File: src/inc/wbr_pkg.sv
package wbr_pkg;

    typedef enum logic [3:0] {
        WBR_MODE_INIT = 4'b0001,
        WBR_MODE_NORMAL = 4'b0010,
        WBR_MODE_STOP = 4'b0100,
        WBR_MODE_OTHER = 4'b1000
    } wbr_mode_t;

    localparam int FRAME_BITS = 16;
    localparam int HDR_BITS = 8;
    localparam logic [4:0] FRAME_BITS_C = 5'h10;
    localparam logic [4:0] HDR_LAST_C = 5'h07;

    localparam logic [6:0] ADDR_HW_CTRL = 7'h02;
    localparam logic [6:0] ADDR_WDG_SETUP = 7'h03;
    localparam logic [6:0] ADDR_TRX_MODE = 7'h04;
    localparam logic [6:0] ADDR_PEAK_TH = 7'h05;
    localparam logic [6:0] ADDR_IWAKE = 7'h06;
    localparam logic [6:0] ADDR_EWAKE = 7'h07;

    localparam logic [7:0] HW_WMASK = 8'hFB;
    localparam logic [7:0] WDG_WMASK = 8'hF7;
    localparam logic [7:0] TRX_WMASK = 8'h03;
    localparam logic [7:0] PEAK_WMASK = 8'h20;
    localparam logic [7:0] IWK_WMASK = 8'hC4;
    localparam logic [7:0] EWK_WMASK = 8'hA7;

    localparam logic [7:0] HW_RST = 8'h00;
    localparam logic [7:0] WDG_RST = 8'h14;
    localparam logic [7:0] TRX_RST = 8'h00;
    localparam logic [7:0] PEAK_RST = 8'h00;
    localparam logic [7:0] IWK_RST = 8'h00;
    localparam logic [7:0] EWK_RST = 8'h07;

    localparam logic [7:0] HW_SOFT_KEEP = 8'h88;
    localparam logic [7:0] HW_RESTART_KEEP = 8'hD9;
    localparam logic [7:0] WDG_RESTART_KEEP = 8'hB0;
    localparam logic [7:0] WDG_RESTART_SET = 8'h04;
    localparam logic [7:0] PEAK_RESTART_KEEP = 8'h20;
    localparam logic [7:0] IWK_RESTART_KEEP = 8'hC0;
    localparam logic [7:0] EWK_RESTART_KEEP = 8'hA7;
    localparam logic [7:0] EWK_FAILSAFE_SET = 8'h07;
    localparam logic [1:0] TRX_WAKE_CAPABLE = 2'h1;

    localparam int HW_VCFG_BIT = 7;
    localparam int HW_FO_BIT = 5;
    localparam int HW_LS_BIT = 3;
    localparam int HW_LS_STOP_BIT = 1;
    localparam int WDG_STOP_LO_BIT = 6;
    localparam int WDG_WIN_BIT = 5;
    localparam int WDG_BUS_WAKE_BIT = 4;
    localparam int PEAK_BIT = 5;
    localparam int IWK_TIMER_B_BIT = 7;
    localparam int IWK_TIMER_A_BIT = 6;
    localparam int IWK_STOP_HI_BIT = 2;
    localparam int EWK_INT_GLOBAL_BIT = 7;

    localparam logic [2:0] WDG_PERIOD_LAST = 3'h5;
    localparam logic [9:0] PERIOD_10_MS = 10'h00A;
    localparam logic [9:0] PERIOD_20_MS = 10'h014;
    localparam logic [9:0] PERIOD_50_MS = 10'h032;
    localparam logic [9:0] PERIOD_100_MS = 10'h064;
    localparam logic [9:0] PERIOD_200_MS = 10'h0C8;
    localparam logic [9:0] PERIOD_500_MS = 10'h1F4;

endpackage
File: src/design/wbr_regs.sv
`timescale 1ns/100ps
`default_nettype none
module wbr_regs #(
    parameter int WAKE_SRCS = 4,
    parameter int STATUS_BITS = 8
) (
    input wire logic ref_clk_i,
    input wire logic resetn_i,
    input wire logic spi_sclk_i,
    input wire logic spi_csn_i,
    input wire logic spi_sdi_i,
    output logic spi_sdo_o,
    output logic spi_sdo_oe_o,
    output logic spi_fail_o,
    input wire wbr_pkg::wbr_mode_t sbc_mode_i,
    input wire logic soft_reset_i,
    input wire logic restart_entry_i,
    input wire logic fail_safe_entry_i,
    input wire logic [1:0] trx_reset_mode_i,
    input wire logic bus_wake_i,
    input wire logic [WAKE_SRCS-1:0] wake_events_i,
    input wire logic [STATUS_BITS-1:0] status_events_i,
    output logic int_o,
    output logic failure_outputs_o,
    output logic aux_regulator_voltage_cfg_o,
    output logic aux_regulator_load_share_o,
    output logic load_share_stop_enable_o,
    output logic wdg_stop_disable_lo_o,
    output logic wdg_stop_disable_hi_o,
    output logic wdg_window_select_o,
    output logic wdg_start_on_bus_wake_o,
    output logic wdg_bus_wake_start_o,
    output logic [9:0] wdg_period_ms_o,
    output logic [1:0] transceiver_mode_o,
    output logic peak_current_threshold_sel_o,
    output logic cyclic_timer_a_wake_en_o,
    output logic cyclic_timer_b_wake_en_o,
    output logic [2:0] ext_wake_en_o
);
    import wbr_pkg::*;

    logic [7:0] hw_q;
    logic [7:0] wdg_q;
    logic [7:0] trx_q;
    logic [7:0] peak_q;
    logic [7:0] iwk_q;
    logic [7:0] ewk_q;
    logic [9:0] period_q;
    logic bus_start_q;
    logic int_q;
    logic fail_q;

    logic hdr;
    logic frame;
    logic bad_frame;
    logic [6:0] addr;
    logic is_write;
    logic [7:0] wdata;
    logic [7:0] rd_data;

    ////////////////////////////////////////////////////////////////////////
    // Serial frame engine
    wbr_spi_frame u_spi (
        .ref_clk_i(ref_clk_i),
        .resetn_i(resetn_i),
        .sclk_i(spi_sclk_i),
        .csn_i(spi_csn_i),
        .sdi_i(spi_sdi_i),
        .tx_load_i(hdr),
        .tx_data_i(rd_data),
        .sdo_o(spi_sdo_o),
        .hdr_o(hdr),
        .frame_o(frame),
        .bad_frame_o(bad_frame),
        .addr_o(addr),
        .write_o(is_write),
        .wdata_o(wdata)
    );

    ////////////////////////////////////////////////////////////////////////
    // Read path
    // Sampled at the header, before the write lands at frame end
    assign rd_data =
        (addr == ADDR_HW_CTRL) ? (hw_q & HW_WMASK) :
        (addr == ADDR_WDG_SETUP) ? (wdg_q & WDG_WMASK) :
        (addr == ADDR_TRX_MODE) ? (trx_q & TRX_WMASK) :
        (addr == ADDR_PEAK_TH) ? (peak_q & PEAK_WMASK) :
        (addr == ADDR_IWAKE) ? (iwk_q & IWK_WMASK) :
        (addr == ADDR_EWAKE) ? (ewk_q & EWK_WMASK) : 8'h00;

    ////////////////////////////////////////////////////////////////////////
    // Write decode
    wire wr = frame && is_write;
    wire wr_hw = wr && (addr == ADDR_HW_CTRL);
    wire wr_wdg = wr && (addr == ADDR_WDG_SETUP);
    wire wr_trx = wr && (addr == ADDR_TRX_MODE);
    wire wr_peak = wr && (addr == ADDR_PEAK_TH);
    wire wr_iwk = wr && (addr == ADDR_IWAKE);
    wire wr_ewk = wr && (addr == ADDR_EWAKE);
    wire in_stop = (sbc_mode_i == WBR_MODE_STOP);
    // Stop mode makes the peak bit read only, with no error raised
    wire peak_ok = (sbc_mode_i == WBR_MODE_INIT) || (sbc_mode_i == WBR_MODE_NORMAL);
    // Reserved codes would leave the watchdog timing undefined
    wire period_ok = (wdata[2:0] <= WDG_PERIOD_LAST);

    wire [7:0] hw_wr = (hw_q & ~HW_WMASK) | (wdata & HW_WMASK);
    wire [7:0] wdg_mix = (wdg_q & ~WDG_WMASK) | (wdata & WDG_WMASK);
    wire [7:0] wdg_wr = period_ok ? wdg_mix : {wdg_mix[7:3], wdg_q[2:0]};
    wire [7:0] trx_wr = (trx_q & ~TRX_WMASK) | (wdata & TRX_WMASK);
    wire [7:0] peak_wr = (peak_q & ~PEAK_WMASK) | (wdata & PEAK_WMASK);
    wire [7:0] iwk_wr = (iwk_q & ~IWK_WMASK) | (wdata & IWK_WMASK);
    wire [7:0] ewk_wr = (ewk_q & ~EWK_WMASK) | (wdata & EWK_WMASK);

    ////////////////////////////////////////////////////////////////////////
    // Register next values: soft reset, restart, fail-safe (trx and ewk only), then write
    wire [7:0] hw_d =
        soft_reset_i ? (hw_q & HW_SOFT_KEEP) :
        restart_entry_i ? (hw_q & HW_RESTART_KEEP) :
        wr_hw ? hw_wr : hw_q;
    wire [7:0] wdg_d =
        soft_reset_i ? WDG_RST :
        restart_entry_i ? ((wdg_q & WDG_RESTART_KEEP) | WDG_RESTART_SET) :
        wr_wdg ? wdg_wr : wdg_q;
    // Soft reset clears the field; only restart follows the cause
    wire [7:0] trx_d =
        soft_reset_i ? TRX_RST :
        restart_entry_i ? {6'h00, trx_reset_mode_i} :
        fail_safe_entry_i ? {6'h00, TRX_WAKE_CAPABLE} :
        wr_trx ? trx_wr : trx_q;
    wire [7:0] peak_d =
        soft_reset_i ? PEAK_RST :
        restart_entry_i ? (peak_q & PEAK_RESTART_KEEP) :
        (wr_peak && peak_ok) ? peak_wr : peak_q;
    wire [7:0] iwk_d =
        soft_reset_i ? IWK_RST :
        restart_entry_i ? (iwk_q & IWK_RESTART_KEEP) :
        wr_iwk ? iwk_wr : iwk_q;
    wire [7:0] ewk_d =
        soft_reset_i ? EWK_RST :
        restart_entry_i ? (ewk_q & EWK_RESTART_KEEP) :
        fail_safe_entry_i ? (ewk_q | EWK_FAILSAFE_SET) :
        wr_ewk ? ewk_wr : ewk_q;

    // Period lookup
    wire [9:0] period_d =
        (wdg_q[2:0] == 3'h0) ? PERIOD_10_MS :
        (wdg_q[2:0] == 3'h1) ? PERIOD_20_MS :
        (wdg_q[2:0] == 3'h2) ? PERIOD_50_MS :
        (wdg_q[2:0] == 3'h3) ? PERIOD_100_MS :
        (wdg_q[2:0] == 3'h4) ? PERIOD_200_MS :
        (wdg_q[2:0] == 3'h5) ? PERIOD_500_MS : period_q;

    wire wake_any = |wake_events_i;
    wire status_any = |status_events_i;
    wire int_d = wake_any || (ewk_q[EWK_INT_GLOBAL_BIT] && status_any);
    wire bus_start_d = bus_wake_i && in_stop && wdg_q[WDG_BUS_WAKE_BIT];

    ////////////////////////////////////////////////////////////////////////
    // Power-on reset clears straight to the documented values
    always_ff @(posedge ref_clk_i or negedge resetn_i) begin
        if (!resetn_i) begin
            hw_q <= HW_RST;
            wdg_q <= WDG_RST;
            trx_q <= TRX_RST;
            peak_q <= PEAK_RST;
            iwk_q <= IWK_RST;
            ewk_q <= EWK_RST;
        end else begin
            hw_q <= hw_d;
            wdg_q <= wdg_d;
            trx_q <= trx_d;
            peak_q <= peak_d;
            iwk_q <= iwk_d;
            ewk_q <= ewk_d;
        end
    end

    always_ff @(posedge ref_clk_i or negedge resetn_i) begin
        if (!resetn_i) begin
            period_q <= PERIOD_200_MS;
            bus_start_q <= 1'b0;
            int_q <= 1'b0;
            fail_q <= 1'b0;
        end else begin
            period_q <= period_d;
            bus_start_q <= bus_start_d;
            int_q <= int_d;
            // Only malformed frames count as access errors
            fail_q <= bad_frame;
        end
    end

    ////////////////////////////////////////////////////////////////////////
    // Outputs
    assign spi_sdo_oe_o = !spi_csn_i;
    assign spi_fail_o = fail_q;
    assign int_o = int_q;
    assign failure_outputs_o = hw_q[HW_FO_BIT];
    assign aux_regulator_voltage_cfg_o = hw_q[HW_VCFG_BIT];
    assign aux_regulator_load_share_o = hw_q[HW_LS_BIT];
    assign load_share_stop_enable_o = hw_q[HW_LS_STOP_BIT];
    assign wdg_stop_disable_lo_o = wdg_q[WDG_STOP_LO_BIT];
    assign wdg_stop_disable_hi_o = iwk_q[IWK_STOP_HI_BIT];
    assign wdg_window_select_o = wdg_q[WDG_WIN_BIT];
    assign wdg_start_on_bus_wake_o = wdg_q[WDG_BUS_WAKE_BIT];
    assign wdg_bus_wake_start_o = bus_start_q;
    assign wdg_period_ms_o = period_q;
    assign transceiver_mode_o = trx_q[1:0];
    assign peak_current_threshold_sel_o = peak_q[PEAK_BIT];
    assign cyclic_timer_a_wake_en_o = iwk_q[IWK_TIMER_A_BIT];
    assign cyclic_timer_b_wake_en_o = iwk_q[IWK_TIMER_B_BIT];
    assign ext_wake_en_o = ewk_q[2:0];

    ////////////////////////////////////////////////////////////////////////
    // Checks
    wire quiet = !soft_reset_i && !restart_entry_i && !fail_safe_entry_i;

    fo_restart_a: assert property (
        @(posedge ref_clk_i) disable iff (!resetn_i)
        restart_entry_i |=> !failure_outputs_o)
        else $error("failure output still active after restart");

    soft_keep_a: assert property (
        @(posedge ref_clk_i) disable iff (!resetn_i)
        soft_reset_i |=> hw_q == ($past(hw_q) & HW_SOFT_KEEP))
        else $error("soft reset did not keep aux regulator bits");

    wdg_reset_a: assert property (
        @(posedge ref_clk_i) disable iff (!resetn_i)
        soft_reset_i |=> wdg_q == WDG_RST)
        else $error("watchdog setup not at reset value");

    wdg_restart_a: assert property (
        @(posedge ref_clk_i) disable iff (!resetn_i)
        restart_entry_i && !soft_reset_i
        |=> wdg_q == (($past(wdg_q) & WDG_RESTART_KEEP) | WDG_RESTART_SET))
        else $error("watchdog setup wrong after restart");

    rsvd_zero_a: assert property (
        @(posedge ref_clk_i) disable iff (!resetn_i)
        hdr |=> (((wdg_q & ~WDG_WMASK) | (trx_q & ~TRX_WMASK)
            | (peak_q & ~PEAK_WMASK) | (iwk_q & ~IWK_WMASK)) == 8'h00))
        else $error("reserved bit held a one");

    period_keep_a: assert property (
        @(posedge ref_clk_i) disable iff (!resetn_i)
        wr_wdg && quiet && (wdata[2:0] > WDG_PERIOD_LAST)
        |=> $stable(wdg_q[2:0]) ##1 (wdg_period_ms_o == $past(wdg_period_ms_o)))
        else $error("reserved period code changed the period");

    period_map_a: assert property (
        @(posedge ref_clk_i) disable iff (!resetn_i)
        (wdg_q[2:0] == 3'h5) |=> (wdg_period_ms_o == PERIOD_500_MS))
        else $error("period code 101 not mapped to 500 ms");

    peak_stop_a: assert property (
        @(posedge ref_clk_i) disable iff (!resetn_i)
        wr_peak && in_stop && quiet |=> $stable(peak_q) && !spi_fail_o)
        else $error("peak bit written in stop mode");

    peak_restart_a: assert property (
        @(posedge ref_clk_i) disable iff (!resetn_i)
        restart_entry_i && !soft_reset_i
        |=> peak_q == ($past(peak_q) & PEAK_RESTART_KEEP))
        else $error("peak register wrong after restart");

    iwk_restart_a: assert property (
        @(posedge ref_clk_i) disable iff (!resetn_i)
        restart_entry_i && !soft_reset_i
        |=> iwk_q == ($past(iwk_q) & IWK_RESTART_KEEP))
        else $error("internal wake register wrong after restart");

    fail_safe_a: assert property (
        @(posedge ref_clk_i) disable iff (!resetn_i)
        fail_safe_entry_i && !soft_reset_i && !restart_entry_i
        |=> (transceiver_mode_o == TRX_WAKE_CAPABLE) && (ext_wake_en_o == 3'h7))
        else $error("fail-safe did not restore wake sources");

    int_global_a: assert property (
        @(posedge ref_clk_i) disable iff (!resetn_i)
        !(|wake_events_i) && (|status_events_i)
        |=> int_o == $past(ewk_q[EWK_INT_GLOBAL_BIT]))
        else $error("status interrupt not gated by global bit");

    bus_wake_a: assert property (
        @(posedge ref_clk_i) disable iff (!resetn_i)
        bus_wake_i && in_stop |=> wdg_bus_wake_start_o == $past(wdg_q[WDG_BUS_WAKE_BIT]))
        else $error("bus wake start does not follow enable");
endmodule
`default_nettype wire

File: src/design/wbr_spi_frame.sv
`timescale 1ns/100ps
`default_nettype none
module wbr_spi_frame (
    input wire logic ref_clk_i,
    input wire logic resetn_i,
    input wire logic sclk_i,
    input wire logic csn_i,
    input wire logic sdi_i,
    input wire logic tx_load_i,
    input wire logic [7:0] tx_data_i,
    output logic sdo_o,
    output logic hdr_o,
    output logic frame_o,
    output logic bad_frame_o,
    output logic [6:0] addr_o,
    output logic write_o,
    output logic [7:0] wdata_o
);
    import wbr_pkg::*;

    logic sclk_q;
    logic csn_q;
    logic [4:0] cnt_q;
    logic [15:0] shift_q;
    logic [7:0] tx_q;
    logic hdr_q;
    logic frame_q;
    logic bad_q;
    logic sdo_q;
    wire rise = sclk_i && !sclk_q && !csn_i;
    wire fall = !sclk_i && sclk_q && !csn_i;
    wire frame_end = csn_i && !csn_q;

    ////////////////////////////////////////////////////////////////////////
    // LSB first, sampled on rising clock edge
    always_ff @(posedge ref_clk_i or negedge resetn_i) begin
        if (!resetn_i) begin
            sclk_q <= 1'b0;
            csn_q <= 1'b1;
            cnt_q <= 5'h00;
            shift_q <= 16'h0000;
            hdr_q <= 1'b0;
            frame_q <= 1'b0;
            bad_q <= 1'b0;
        end else begin
            sclk_q <= sclk_i;
            csn_q <= csn_i;
            hdr_q <= rise && (cnt_q == HDR_LAST_C);
            frame_q <= frame_end && (cnt_q == FRAME_BITS_C);
            bad_q <= frame_end && (cnt_q != FRAME_BITS_C);
            if (csn_i) begin
                cnt_q <= 5'h00;
            end else if (rise) begin
                shift_q <= {sdi_i, shift_q[15:1]};
                // Saturate so overlong frames stay flagged as bad
                cnt_q <= (cnt_q == 5'h1F) ? cnt_q : cnt_q + 5'h01;
            end
        end
    end

    ////////////////////////////////////////////////////////////////////////
    // Data bits shift out on falling edges after the header
    always_ff @(posedge ref_clk_i or negedge resetn_i) begin
        if (!resetn_i) begin
            tx_q <= 8'h00;
            sdo_q <= 1'b0;
        end else if (tx_load_i) begin
            tx_q <= tx_data_i;
        end else if (fall && (cnt_q >= 5'h08)) begin
            sdo_q <= tx_q[0];
            tx_q <= {1'b0, tx_q[7:1]};
        end
    end

    assign sdo_o = sdo_q;
    assign hdr_o = hdr_q;
    assign frame_o = frame_q;
    assign bad_frame_o = bad_q;
    assign addr_o = hdr_q ? shift_q[14:8] : shift_q[6:0];
    assign write_o = shift_q[7];
    assign wdata_o = shift_q[15:8];
endmodule
`default_nettype wire

File: config.mk
export PLATFORM = sky130hd
export DESIGN_NAME = wbr_regs
export DESIGN_NICKNAME = d
export VERILOG_FILES = /design/src/inc/wbr_pkg.sv /design/src/design/wbr_regs.sv /design/src/design/wbr_spi_frame.sv
export SDC_FILE = /design/constraint.sdc
export NUM_CORES = 1
export LEC_CHECK = 0
export BUFFER_PORTS_ARGS = -buffer_cell sky130_fd_sc_hd__buf_4
export CAP_MARGIN = 10
export CORE_MARGIN = 5
export CORE_UTILIZATION = 51
export CTS_CLUSTER_DIAMETER = 30
export DETAILED_ROUTE_END_ITERATION = 12
export PLACE_DENSITY = 0.87
export SLEW_MARGIN = 20
export SYNTH_ARGS = -nofsm -noshare
export SYNTH_HDL_FRONTEND = slang
export SYNTH_SLANG_ARGS = --single-unit
File: constraint.sdc
create_clock -name ref_clk_i -period 2.3 [get_ports ref_clk_i]
set_input_delay 0.46 -clock ref_clk_i [delete_from_list [all_inputs] [get_ports ref_clk_i]]
set_output_delay 0.46 -clock ref_clk_i [all_outputs]
set_load 0.01 [all_outputs]
* Word-level counts from Yosys, hierarchy flattened *
Index checks and enable logic that the tools add are counted.

cells by class
  magnitude comparators = 2
  multiplexer cells = 39
  bitwise logic cells = 10
  reductions and logical operators = 57
  eq/ne operators = 22
  $add $sub $neg = 1

operator list
  kind                                                                   number
  8-bit two-way mux                                                      25
  10-bit two-way mux                                                     6
  7-bit by 3-bit equality test with 1-bit output, second input constant  4
  7-bit two-way mux                                                      4
  3-bit nonzero test                                                     7
  1-bit logical AND                                                      20
  2-bit AND reduction                                                    10
  5-bit two-way mux                                                      3
  7-bit by 2-bit equality test with 1-bit output, second input constant  2
  2-bit nonzero test                                                     7
  5-bit equality test, second input constant                             2
  3-bit by 8-bit OR with 8-bit output                                    1
  4-bit by 8-bit OR with 8-bit output                                    1
  6-bit by 8-bit OR with 8-bit output                                    1
  7-bit by 8-bit OR with 8-bit output                                    1
  8-bit by 2-bit OR with 8-bit output                                    1
  8-bit by 6-bit OR with 8-bit output                                    1
  8-bit OR reduction                                                     1
  3-bit by 2-bit equality test with 1-bit output, second input constant  2
  3-bit equality test, second input constant                             2
  2-bit inequality test, second input constant                           3
  3-bit AND reduction                                                    2
  6-bit nonzero test                                                     1
  5-bit by 1-bit adder with 5-bit output, second input constant          1
  16 further kinds                                                       23

word-level totals
  output and inout bits = 31
  input bits = 27
  logic and storage cells = 158
  register bits = 96

* Depth between registers and ports, before layout *
Gate-level depths: netlist of the first run.

  depth after elaboration = 9
  gate-level depth with buffers = 8
  depth with buffers taken out = 7

* Modules after synthesis *
From an unflattened synthesis of the first run, not the netlist that was laid out.

second synthesis, totals
  cell total of the unflattened synthesis = 350
  area, all modules = 3802.4 um^2

by module, submodules not included
  module         cells each  area each (um^2)  instances
  wbr_regs       215         2135.8            1
  wbr_spi_frame  135         1666.6            1

* Worst setup path before layout of the first run *
No wires, ideal clock.

  path kind = input -> register
  start point = input port spi_csn_i
  end point = register u_spi.tx_q[5]
  path buffers = 2
  library setup time = 126 ps
  cell stages on the path = 6
  arrival = 2064 ps
  setup slack = 110 ps
  cells stage by stage = clkbuf_1 or4b_2 clkbuf_1 mux2_2 a32oi_1 a21oi_1

on the way
  word-level cells in the longest chain between the ends = 4

RTL lines
  what                                 RTL line             RTL
  start: declaration                   wbr_regs.sv:10       input wire logic spi_csn_i,
  1-bit logical NOT                    wbr_spi_frame.sv:31  wire fall = !sclk_i && sclk_q && !csn_i;
  1-bit logical AND                    wbr_spi_frame.sv:31
  1-bit logical AND                    wbr_spi_frame.sv:69  end else if (fall && (cnt_q >= 5'h08)) begin
  2-bit nonzero test (no source line)  -
  end signal: assignment               wbr_spi_frame.sv:68  tx_q <= tx_data_i;
  end signal: assignment               wbr_spi_frame.sv:71  tx_q <= {1'b0, tx_q[7:1]};
  end: declaration                     wbr_spi_frame.sv:25  logic [7:0] tx_q;

No other way between the ends.
A chain may end at the register's enable or synchronous reset.

* Final worst setup path of the first run *
  start point = register u_spi.hdr_q, in the netlist u_spi.hdr_o
  end point = register hw_q[6]

on the way
  word-level cells in the longest chain between the ends = 5

RTL lines
  what                                            RTL line             RTL
  start: declaration                              wbr_spi_frame.sv:26  logic hdr_q;
  start signal: assignment                        wbr_spi_frame.sv:48  hdr_q <= rise && (cnt_q == HDR_LAST_C);
  7-bit two-way mux                               wbr_spi_frame.sv:79  assign addr_o = hdr_q ? shift_q[14:8] : shift_q[6:0];
  7-bit by 2-bit equality test with 1-bit output  wbr_regs.sv:94       wire wr_hw = wr && (addr == ADDR_HW_CTRL);
  1-bit logical AND                               wbr_regs.sv:94
  2-bit nonzero test (no source line)             -
  2-bit AND reduction (no source line)            -
  end signal: assignment                          wbr_regs.sv:169      hw_q <= hw_d;
  end: declaration                                wbr_regs.sv:42       logic [7:0] hw_q;

No other way between the ends.

==> summary.txt, run 1 <==
Route
  • Final wirelength: 9060 um
  • Post-route antenna net violation count: 0
  • WL/cell: about 19 um
  • Initial DRC count: 327
  • Routed vias: ~3000
  • Routed vias/inst: just over 6
  • # DRC: 0
  • TritonRoute pass-1 iters: 5

Yosys
  • Seq/Total Area, Yosys: 0.5066
  • Flops & latches, synth: just over 70
  • Gate count of the mapped netlist: 341
  • Main synth FF type: dfrtp_1
  • Distinct cell type count after synthesis: 61
  • Synth top area share: 0.4396
  • Yosys warns: 0
  • Mapped cell area: 3530 um^2
  • Most frequent cell after synthesis: dfrtp_1
  • Yosys top cell by area: dfrtp_1
  • EDFF count, synth: 0
  • Mean Syn Cell Area: approximately 10 um^2
  • Asr flop ratio synth: 1.000
  • Post-synth top cells: 62 x dfrtp_1, 36 x nor2_1, 31 x nand2_1
  • Top post-synthesis cells by area: dfrtp_1 44%, dfstp_2 6.7%, mux2_2 6.4%, mux2i_1 5.1%, nor2_1 3.8%

Layout
  • Final Non-Filler Cells: 488
  • Util after Layout: 0.6383
  • Design area: 4313 um^2
  • Layout area overhead: 22.19%
  • Nets: ~430
  • Layout cells sized above 1: 0.3162
  • ANT cells: 0

Critical path
  • Crit path largest cell delay: 0.51 ns
  • Worst Setup Start Kind: flip-flop
  • Crit path DAT: 2.43 ns
  • Data required time of the critical path: roughly 2.5 ns
  • Setup crit end kind: flip-flop
  • Worst Path Buf+Inv: 1
  • CP delay by family, top: simple AND/OR/NAND/NOR gates
  • CP Class: flip-flop to flip-flop
  • Number of cells on the critical path: 6
  • CP Cell Sequence: buf_4, or3b_2, and2_1, nor4_4, mux2i_1, nor2_1
  • Critical path peak fanout: 7
  • CP max stage cell: or3b_2
  • R2R cell count: 6

Clock tree
  • TritonCTS clock tree: done
  • Largest buffer count on any clock path: 2
  • Clock Sinks: 71
  • Num CTS Buffers: 9
  • Root Driver: clkbuf_8
  • CTS Hold Bufs: 0
  • Clock Latency Late Sink: 0.35 ns
  • CTS H-Tree Depth: 3
  • CTS clk-pin slew, worst paths: 0.07 ns

Hold path
  • Hold WC Path Type: input port to flip-flop
  • Hold Path Cell Cnt: 1

Placed design
  • Number of I/O port buffers: 55
  • Routability cong.: 0.9429
  • Post-DP HPWL: 6438 um
  • Placed Area: 4078 um^2
  • Dpl cells: 472

STA
  • Actual slew at the worst max-slew pin: 0.8781 ns
  • Min cycle time layout: 2.206 ns
  • WHS: 0.2305 ns
  • Final Hold Vio Count: 0
  • Final Max Slew Viols: 0
  • Setup_tns: 0 ns
  • Final period utilization: 0.9592
  • RSZ-0062 raised after global routing: no
  • Maximum clock rate: 453.3 MHz
  • Relative slew slack: 0.4146
  • Final Skew: ~0.0087 ns
  • Setup Viol. Count Final: 0

Flow run
  • Max Cap Viol: 0

Floorplanning
  • Initial Util: 0.5224
  • Core area: 6756 um^2
  • Die Height: 93.19 um
  • Area of the die: 8684 um^2
  • Ports: 58
  • Row Count: 30
  • Die W: between 90 and 100 um

Global routing
  • Largest net degree at the start of global routing: between 70 and 80
  • First-pass GRT wire length: approximately 15000 um
  • Global route total overflow: 0
  • Vias in the first global route: 3032
  • GRT Resource Usage Total: 0.2235
  • Initial antenna violation count: 0

Status
  • Status: finished, final reports clean

Pwr
  • Leak: 0.001966 uW
  • Worst IR drop on VDD: 0.4202 mV
  • P per Cell Area: ~800 nW/um^2
==> metal layers <==
metal  share of wire  vias to the layer above  GRT usage  routed length [um]
met1            0.41                     1472     0.3008                3748
met3           0.079                       16    0.03057                 718
met4           0.017                        0     0.1026                 153
met5               0                        -          0                   0
met2            0.49                      161     0.3593                4439
li1                -                     1350          -                   -
==> layout make-up <==
type / instances / area [um^2]
clock buffer: 13 / 158.9
clock inverter: 3 / 65.06
fill: 543 / 2444
inverter: 11 / 41.29
multi-input combinational: 236 / 1604
sequential: 71 / 1788
tap: 80 / 100.1
timing repair buffer: 74 / 555.5
==> worst paths after layout <==
kind / from / end / slack, ns
min in group asynchronous: resetn_i / u_spi.cnt_q[1] / 0.24
setup / recovery: u_spi.hdr_o / hw_q[6] / 0.09
hold reg to reg: u_spi.bad_frame_o / spi_fail_o / 0.35
setup reg to reg: u_spi.hdr_o / hw_q[6] / 0.09
hold / removal: spi_sclk_i / u_spi.sclk_q / 0.23
max in group asynchronous: resetn_i / trx_q[0] / 1.50
==> placed cells by master, fill, tap and decap left out, types with 11 or more instances in the layout <==
master	instances
nor2_1	36
buf_4	74
clkbuf_8	11
mux2_2	20
nand2_1	31
a21oi_1	16
dfrtp_1	62
inv_1	11
mux2i_1	18
nand3_1	11
==> kinds of logic (layout without fill, tap and decap cells) <==
| logic type | count (synthesis) | count (layout) | share of synthesized area |
|---|---|---|---|
| AO/OA/AOI/OAI | 62 | 62 | 0.1212 |
| XOR/XNOR | 4 | 4 | 0.009927 |
| buffers and inverters | 35 | 101 | 0.04325 |
| other | 1 | 2 | 0.001062 |
| flip-flops | 71 | 71 | 0.5066 |
| adder cells (fa/ha/maj) | 3 | 3 | 0.01064 |
| multiplexers | 39 | 39 | 0.1180 |
| AND/OR/NAND/NOR | 126 | 126 | 0.1893 |
==> worst register-to-register path, cell delays in order, from the launching register on <==
cell     delay [ns]
dfrtp_1        0.41
buf_4          0.17
or3b_2         0.51
and2_1         0.26
nor4_4         0.42
mux2i_1        0.25
nor2_1         0.06
==> per-stage QoR <==
stage / setup WS [ns] / power (uW)
3_3_place_gp: 0.1601 / 2300
5_1_grt: 0.01934 / 3615
6_report: 0.09377 / 3452
2_1_floorplan: 0.1097 / 1951
3_5_place_dp: 0.1654 / 2319
4_1_cts: 0.1378 / 3441
==> sequential cells by signal (all words and copies together), names as in the netlist, 2 cells and up <==
name	count
u_spi.tx_q	8
iwk_q	3
wdg_period_ms_o	8
trx_q	2
u_spi.shift_q	16
wdg_q	7
u_spi.cnt_q	5
hw_q	7
ewk_q	5
==> repair_timing <==
| action | CTS | global route |
|---|---|---|
| endpoints found under the hold margin | 0 | 0 |
| resized for setup | 0 | 2 |
| endpoints found under the setup margin | 0 | 2 |
| setup buffers | 0 | 0 |
==> power by group <==
| group | switching (uW) | internal (uW) |
|---|---|---|
| registers | 142 | 1370 |
| logic | 444 | 374 |
| clock network | 453 | 670 |
Note: power is estimated with default switching activity, not from simulation.
==> inputs of run 2 (changes only) <==
==> constraint.sdc (replaced) <==
create_clock -name ref_clk_i -period 2.3 [get_ports ref_clk_i]
set_input_delay 0.23 -clock ref_clk_i [delete_from_list [all_inputs] [get_ports ref_clk_i]]
set_output_delay 0.23 -clock ref_clk_i [all_outputs]
set_load 0.01 [all_outputs]
==> summary.txt, run 2 (synthesis results as in run 1) <==
Pwr
  • P per Cell Area: 785.2 nW/um^2 (was 800.4 nW/um^2)
  • Worst IR drop on VDD: 0.5119 mV (was 0.4202 mV)
  • Leak: 0.001958 uW (was 0.001966 uW)
  • Tot Pwr: 3390 uW (was 3452 uW)

Global routing
  • Initial antenna violation count: 0 (unchanged)
  • GRT Resource Usage Total: 0.2146 (was 0.2235)
  • First-pass GRT wire length: 14410 um (was 15150 um)
  • Largest net degree at the start of global routing: 72 (unchanged)
  • Global route total overflow: 0 (unchanged)
  • Vias in the first global route: 2878 (was 3032)

Status
  • Status: finished, violations left (was finished, final reports clean)
  • Violated checks: negative hold slack

Placed design
  • Routability cong.: 0.9337 (was 0.9429)
  • Number of I/O port buffers: 55 (unchanged)
  • Placed Area: 4070 um^2 (was 4078 um^2)
  • Post-DP HPWL: 6461 um (was 6438 um)

Route
  • TritonRoute pass-1 iters: 7 (was 5)
  • Routed vias/inst: 5.925 (was 6.145)
  • Post-route antenna net violation count: 0 (unchanged)
  • WL/cell: 17.74 um (was 18.57 um)
  • Routed vias: 2909 (was 2999)
  • Initial DRC count: 327 (unchanged)
  • Final wirelength: 8708 um (was 9060 um)
  • # DRC: 0 (unchanged)

Critical path
  • RR Startpoint: u_spi.hdr_o (unchanged)
  • Critical path peak fanout: 6 (was 7)
  • Critical Path Start: u_spi.hdr_o (unchanged)
  • Crit path largest cell delay: 0.58 ns (was 0.51 ns)
  • CP max stage cell: or4_4 (was or3b_2)
  • Worst Path Buf+Inv: 0 (was 1)
  • Worst Setup Start Kind: flip-flop (unchanged)
  • Setup crit end kind: flip-flop (unchanged)
  • CP Cell Sequence: or4_4, a22o_1, nor3b_2, nor4_1, a311oi_1 (was buf_4, or3b_2, and2_1, nor4_4, mux2i_1, nor2_1)
  • CP Class: flip-flop to flip-flop (unchanged)
  • Crit path DAT: 2.46 ns (was 2.43 ns)
  • Data required time of the critical path: 2.55 ns (was 2.52 ns)
  • CP delay by family, top: simple AND/OR/NAND/NOR gates (unchanged)

Clock tree
  • Clock Latency Late Sink: 0.35 ns (about the same)
  • CTS H-Tree Depth: 3 (unchanged)
  • Num CTS Buffers: 9 (unchanged)
  • Largest buffer count on any clock path: 2 (unchanged)
  • Clock Sinks: 71 (unchanged)
  • Root Driver: clkbuf_8 (unchanged)
  • CTS clk-pin slew, worst paths: 0.07 ns (about the same)
  • TritonCTS clock tree: done (unchanged)

Floorplanning
  • Core area: 6756 um^2 (unchanged)
  • Area of the die: 8684 um^2 (unchanged)
  • Initial Util: 0.5224 (unchanged)
  • Row Count: 30 (unchanged)
  • Die Height: 93.19 um (unchanged)
  • Ports: 58 (unchanged)
  • Die W: 93.19 um (unchanged)

Flow run
  • Max Cap Viol: 0 (unchanged)

STA
  • WHS: -0.001202 ns (was 0.2305 ns)
  • Setup Viol. Count Final: 0 (unchanged)
  • Relative slew slack: 0.4124 (was 0.4146)
  • Final period utilization: 0.9584 (was 0.9592)
  • Final Hold Vio Count: 1 (was 0)
  • Final Max Slew Viols: 0 (unchanged)
  • Min cycle time layout: 2.204 ns (was 2.206 ns)
  • Maximum clock rate: 453.6 MHz (was 453.3 MHz)
  • Final Skew: 0.006690 ns (was 0.008721 ns)
  • Actual slew at the worst max-slew pin: 0.8814 ns (was 0.8781 ns)

Layout
  • Commonest non-fill, non-tap cell in the layout: buf_4 (unchanged)
  • ANT cells: 0 (unchanged)
  • Commonest non-fill, non-tap cells in the layout: 76 x buf_4, 62 x dfrtp_1, 36 x nor2_1 (was 74 x buf_4, 62 x dfrtp_1, 36 x nor2_1)
  • Nets: 436 (was 433)
  • Fillers: 549 (was 543)
  • Util after Layout: 0.6389 (was 0.6383)
  • Largest register FFs: 16 (unchanged)
  • Largest register by flop count: u_spi.shift_q (unchanged)
  • Layout area overhead: 22.30% (was 22.19%)
  • Layout cells sized above 1: 0.3163 (was 0.3162)
  • Design area: 4317 um^2 (was 4313 um^2)

Hold path
  • Hold WC Path Type: input port to async pin (was input port to flip-flop)
-- run 2: final timing paths --
check / end / slack, ns / cells past startpoint
worst max-delay path: ewk_q[0] / 0.1 / 5
worst min-delay path: u_spi.cnt_q[3] / -0.001 / 1
worst max register to register: ewk_q[0] / 0.1 / 5
worst min register to register: spi_fail_o / 0.35 / 0
max in group asynchronous: u_spi.shift_q[8] / 1.73 / 1
min in group ref_clk_i: u_spi.csn_q / 0.04 / 1
-- run 2: where the power goes --
| part | switching [uW] | internal [uW] | total (uW) |
|---|---|---|---|
| clock network | 468 | 613 | 1080 |
| logic | 450 | 364 | 814 |
| registers | 124 | 1370 | 1490 |
| total | 1040 | 2350 | 3390 |
-- run 2: per-layer routing --
metal  part of all wire  global-route usage  vias to the layer above
met5                  0                   0                        -
met4              0.017             0.06960                        0
met3              0.085             0.05068                       17
met2               0.49              0.3641                      134
met1               0.41              0.2704                     1396
li1                   -                   -                     1362
-- run 2: worst reg2reg max path: cells and delay by family, from the launching register on --
family / cells / cell delay [ns]
simple gates: 3 / 1.12
compound gates: 2 / 0.57
flops: 1 / 0.42
-- run 2: timing repair --
action	CTS	global route
endpoints found under the hold margin	1	0
resized for setup	0	0
setup buffers	0	3
hold buffers	1	0
endpoints found under the setup margin	0	7
-- run 2: through the flow --
stage	std cells	setup slack (ns)	setup TNS (ns)
2_1_floorplan	342	0.1767	0
3_3_place_gp	471	0.04940	0
3_5_place_dp	471	0.05903	0
4_1_cts	488	0.04654	0
5_1_grt	491	-0.001465	-0.001465
6_report	491	0.09558	0
-- run 2: cell type report --
cell class                 count  area [um^2]  share of cell area
clock buffer                  11        131.4             0.03043
multi-input combinational    236         1593              0.3690
clock inverter                 5        82.58             0.01913
sequential                    71         1788              0.4142
tap                           80        100.1             0.02319
timing repair buffer          77        580.6              0.1345
inverter                      11        41.29            0.009565
==> inputs of run 3 (changes only) <==
--- a/config.mk
+++ b/config.mk
@@ -8,10 +8,10 @@
 export BUFFER_PORTS_ARGS = -buffer_cell sky130_fd_sc_hd__buf_4
 export CAP_MARGIN = 10
 export CORE_MARGIN = 5
-export CORE_UTILIZATION = 51
+export CORE_UTILIZATION = 55
 export CTS_CLUSTER_DIAMETER = 30
 export DETAILED_ROUTE_END_ITERATION = 12
-export PLACE_DENSITY = 0.87
+export PLACE_DENSITY = 0.89
 export SLEW_MARGIN = 20
 export SYNTH_ARGS = -nofsm -noshare
 export SYNTH_HDL_FRONTEND = slang
==> constraint.sdc (replaced) <==
create_clock -name ref_clk_i -period 2.7 [get_ports ref_clk_i]
set_input_delay 0.27 -clock ref_clk_i [delete_from_list [all_inputs] [get_ports ref_clk_i]]
set_output_delay 0.27 -clock ref_clk_i [all_outputs]
set_load 0.01 [all_outputs]
==> summary.txt, run 3 (synthesis results as in run 1) <==
Floorplanning
  • Area of the die: 8120 um^2 (was 8684 um^2)
  • Ports: 58 (unchanged)
  • Die W: 90.11 um (was 93.19 um)
  • Row Count: 29 (was 30)
  • Die Height: 90.11 um (was 93.19 um)
  • Core area: 6314 um^2 (was 6756 um^2)
  • Initial Util: 0.5591 (was 0.5224)

Clock tree
  • Num CTS Buffers: 9 (unchanged)
  • CTS H-Tree Depth: 3 (unchanged)
  • CTS clk-pin slew, worst paths: 0.07 ns (about the same)
  • CTS Hold Bufs: 0 (was 1)
  • TritonCTS clock tree: done (unchanged)
  • Post-CTS Setup Repair Bufs: 0 (unchanged)
  • # resized after CTS: 0 (unchanged)
  • Clock Sinks: 71 (unchanged)
  • Largest buffer count on any clock path: 2 (unchanged)
  • Root Driver: clkbuf_8 (unchanged)
  • Clock Latency Late Sink: 0.35 ns (about the same)

Pwr
  • Leak: 0.001900 uW (was 0.001958 uW)
  • Worst IR drop on VDD: 0.3920 mV (was 0.5119 mV)
  • P per Cell Area: 673.3 nW/um^2 (was 785.2 nW/um^2)

Placed design
  • Routability cong.: 0.9420 (was 0.9337)
  • Number of I/O port buffers: 55 (unchanged)
  • Post-DP HPWL: 6060 um (was 6461 um)
  • Placed Area: 4006 um^2 (was 4070 um^2)
  • Dpl cells: 460 (was 471)

Route
  • Final wirelength: 8566 um (was 8708 um)
  • Initial DRC count: 246 (was 327)
  • WL/cell: 18.00 um (was 17.74 um)
  • Routed vias/inst: 6.050 (was 5.925)
  • TritonRoute pass-1 iters: 5 (was 7)
  • Routed vias: 2880 (was 2909)
  • # DRC: 0 (unchanged)
  • Post-route antenna net violation count: 0 (unchanged)

STA
  • Final period utilization: 0.8739 (was 0.9584)
  • Final Hold Vio Count: 0 (was 1)
  • Setup_tns: 0 ns (unchanged)
  • RSZ-0062 raised after global routing: no
  • Setup Viol. Count Final: 0 (unchanged)
  • Final Max Slew Viols: 0 (unchanged)
  • Maximum clock rate: 423.8 MHz (was 453.6 MHz)
  • Final Skew: 0.006763 ns (was 0.006690 ns)
  • Min cycle time layout: 2.360 ns (was 2.204 ns)
  • Relative slew slack: 0.4255 (was 0.4124)
  • Actual slew at the worst max-slew pin: 0.8618 ns (was 0.8814 ns)

Critical path
  • Crit path largest cell delay: 0.50 ns (was 0.58 ns)
  • R2R setup slack: 0.34 ns (was 0.1 ns)
  • Worst Setup Start Kind: flip-flop (unchanged)
  • Worst Path Buf+Inv: 1 (was 0)
  • CP Class: flip-flop to flip-flop (unchanged)
  • Critical path peak fanout: 18 (was 6)
  • Data required time of the critical path: 2.93 ns (was 2.55 ns)
  • Crit path DAT: 2.59 ns (was 2.46 ns)
  • Setup crit end kind: flip-flop (unchanged)
  • CP Cell Sequence: buf_4, or3_1, a22o_1, nor2_1, nand3_1, mux2_1 (was or4_4, a22o_1, nor3b_2, nor4_1, a311oi_1)
  • CP max stage cell: dfrtp_1 (was or4_4)
  • CP delay by family, top: simple AND/OR/NAND/NOR gates (unchanged)

Global routing
  • Global route total overflow: 0 (unchanged)
  • Largest net degree at the start of global routing: 72 (unchanged)
  • Vias in the first global route: 2904 (was 2878)
  • Initial antenna violation count: 0 (unchanged)
  • First-pass GRT wire length: 14590 um (was 14410 um)
  • GRT Resource Usage Total: 0.2224 (was 0.2146)

Layout
  • Final Non-Filler Cells: 476 (was 491)
  • Largest register by flop count: u_spi.shift_q (unchanged)
  • Design area: 4229 um^2 (was 4317 um^2)
  • Largest register FFs: 16 (unchanged)
  • ANT cells: 0 (unchanged)
  • Layout area overhead: 19.82% (was 22.30%)
  • Commonest non-fill, non-tap cells in the layout: 65 x buf_4, 62 x dfrtp_1, 36 x nor2_1 (was 76 x buf_4, 62 x dfrtp_1, 36 x nor2_1)
  • Fillers: 500 (was 549)
  • Nets: 424 (was 436)
  • Util after Layout: 0.6698 (was 0.6389)
  • Commonest non-fill, non-tap cell in the layout: buf_4 (unchanged)
  • Layout cells sized above 1: 0.3008 (was 0.3163)

Hold path
  • Hold WC Path Type: input port to async pin (unchanged)

Flow run
  • Max Cap Viol: 0 (unchanged)

Status
  • Status: finished, final reports clean (was finished, violations left)
==> run 3: final cells by class <==
class | instances | area (um^2) | share of cell area
clock buffer | 11 | 141.4 | 0.03343
clock inverter | 5 | 81.33 | 0.01923
inverter | 11 | 41.29 | 0.009763
multi-input combinational | 236 | 1593 | 0.3766
sequential | 71 | 1788 | 0.4228
tap | 77 | 96.34 | 0.02278
timing repair buffer | 65 | 488.0 | 0.1154
==> run 3: path summary, 6_finish.rpt <==
path | startpoint | depth (start not counted) | endpoint
max | u_spi.hdr_o | 6 | hw_q[3]
min | resetn_i | 1 | ewk_q[7]
max reg2reg | u_spi.hdr_o | 6 | hw_q[3]
min reg2reg | u_spi.bad_frame_o | 0 | spi_fail_o
max in group asynchronous | resetn_i | 1 | wdg_period_ms_o[2]
min in group ref_clk_i | spi_sclk_i | 1 | u_spi.sclk_q
==> run 3: report_power, final <==
part           total, uW  switching (uW)  internal, uW
clock                949             404           545
combinational        595             331           265
sequential          1300             136          1170
==> run 3: layer usage <==
metal / track usage / vias up / wire length (um)
li1: - / 1335 / -
met1: 0.3067 / 1409 / 3700
met2: 0.3372 / 119 / 4051
met3: 0.05175 / 17 / 647
met4: 0.09429 / 0 / 167
met5: 0 / - / 0
==> run 3: stage by stage <==
step | total power (uW) | worst slack [ns] | hold WS (ns)
floorplan | 1662 | 0.5767 | -0.02559
global placement | 1894 | 0.4774 | 0.3365
detailed placement | 1906 | 0.3815 | 0.3472
CTS | 2854 | 0.3685 | 0.03251
global route | 2982 | 0.2107 | 0.03825
finish | 2847 | 0.3404 | 0.03099
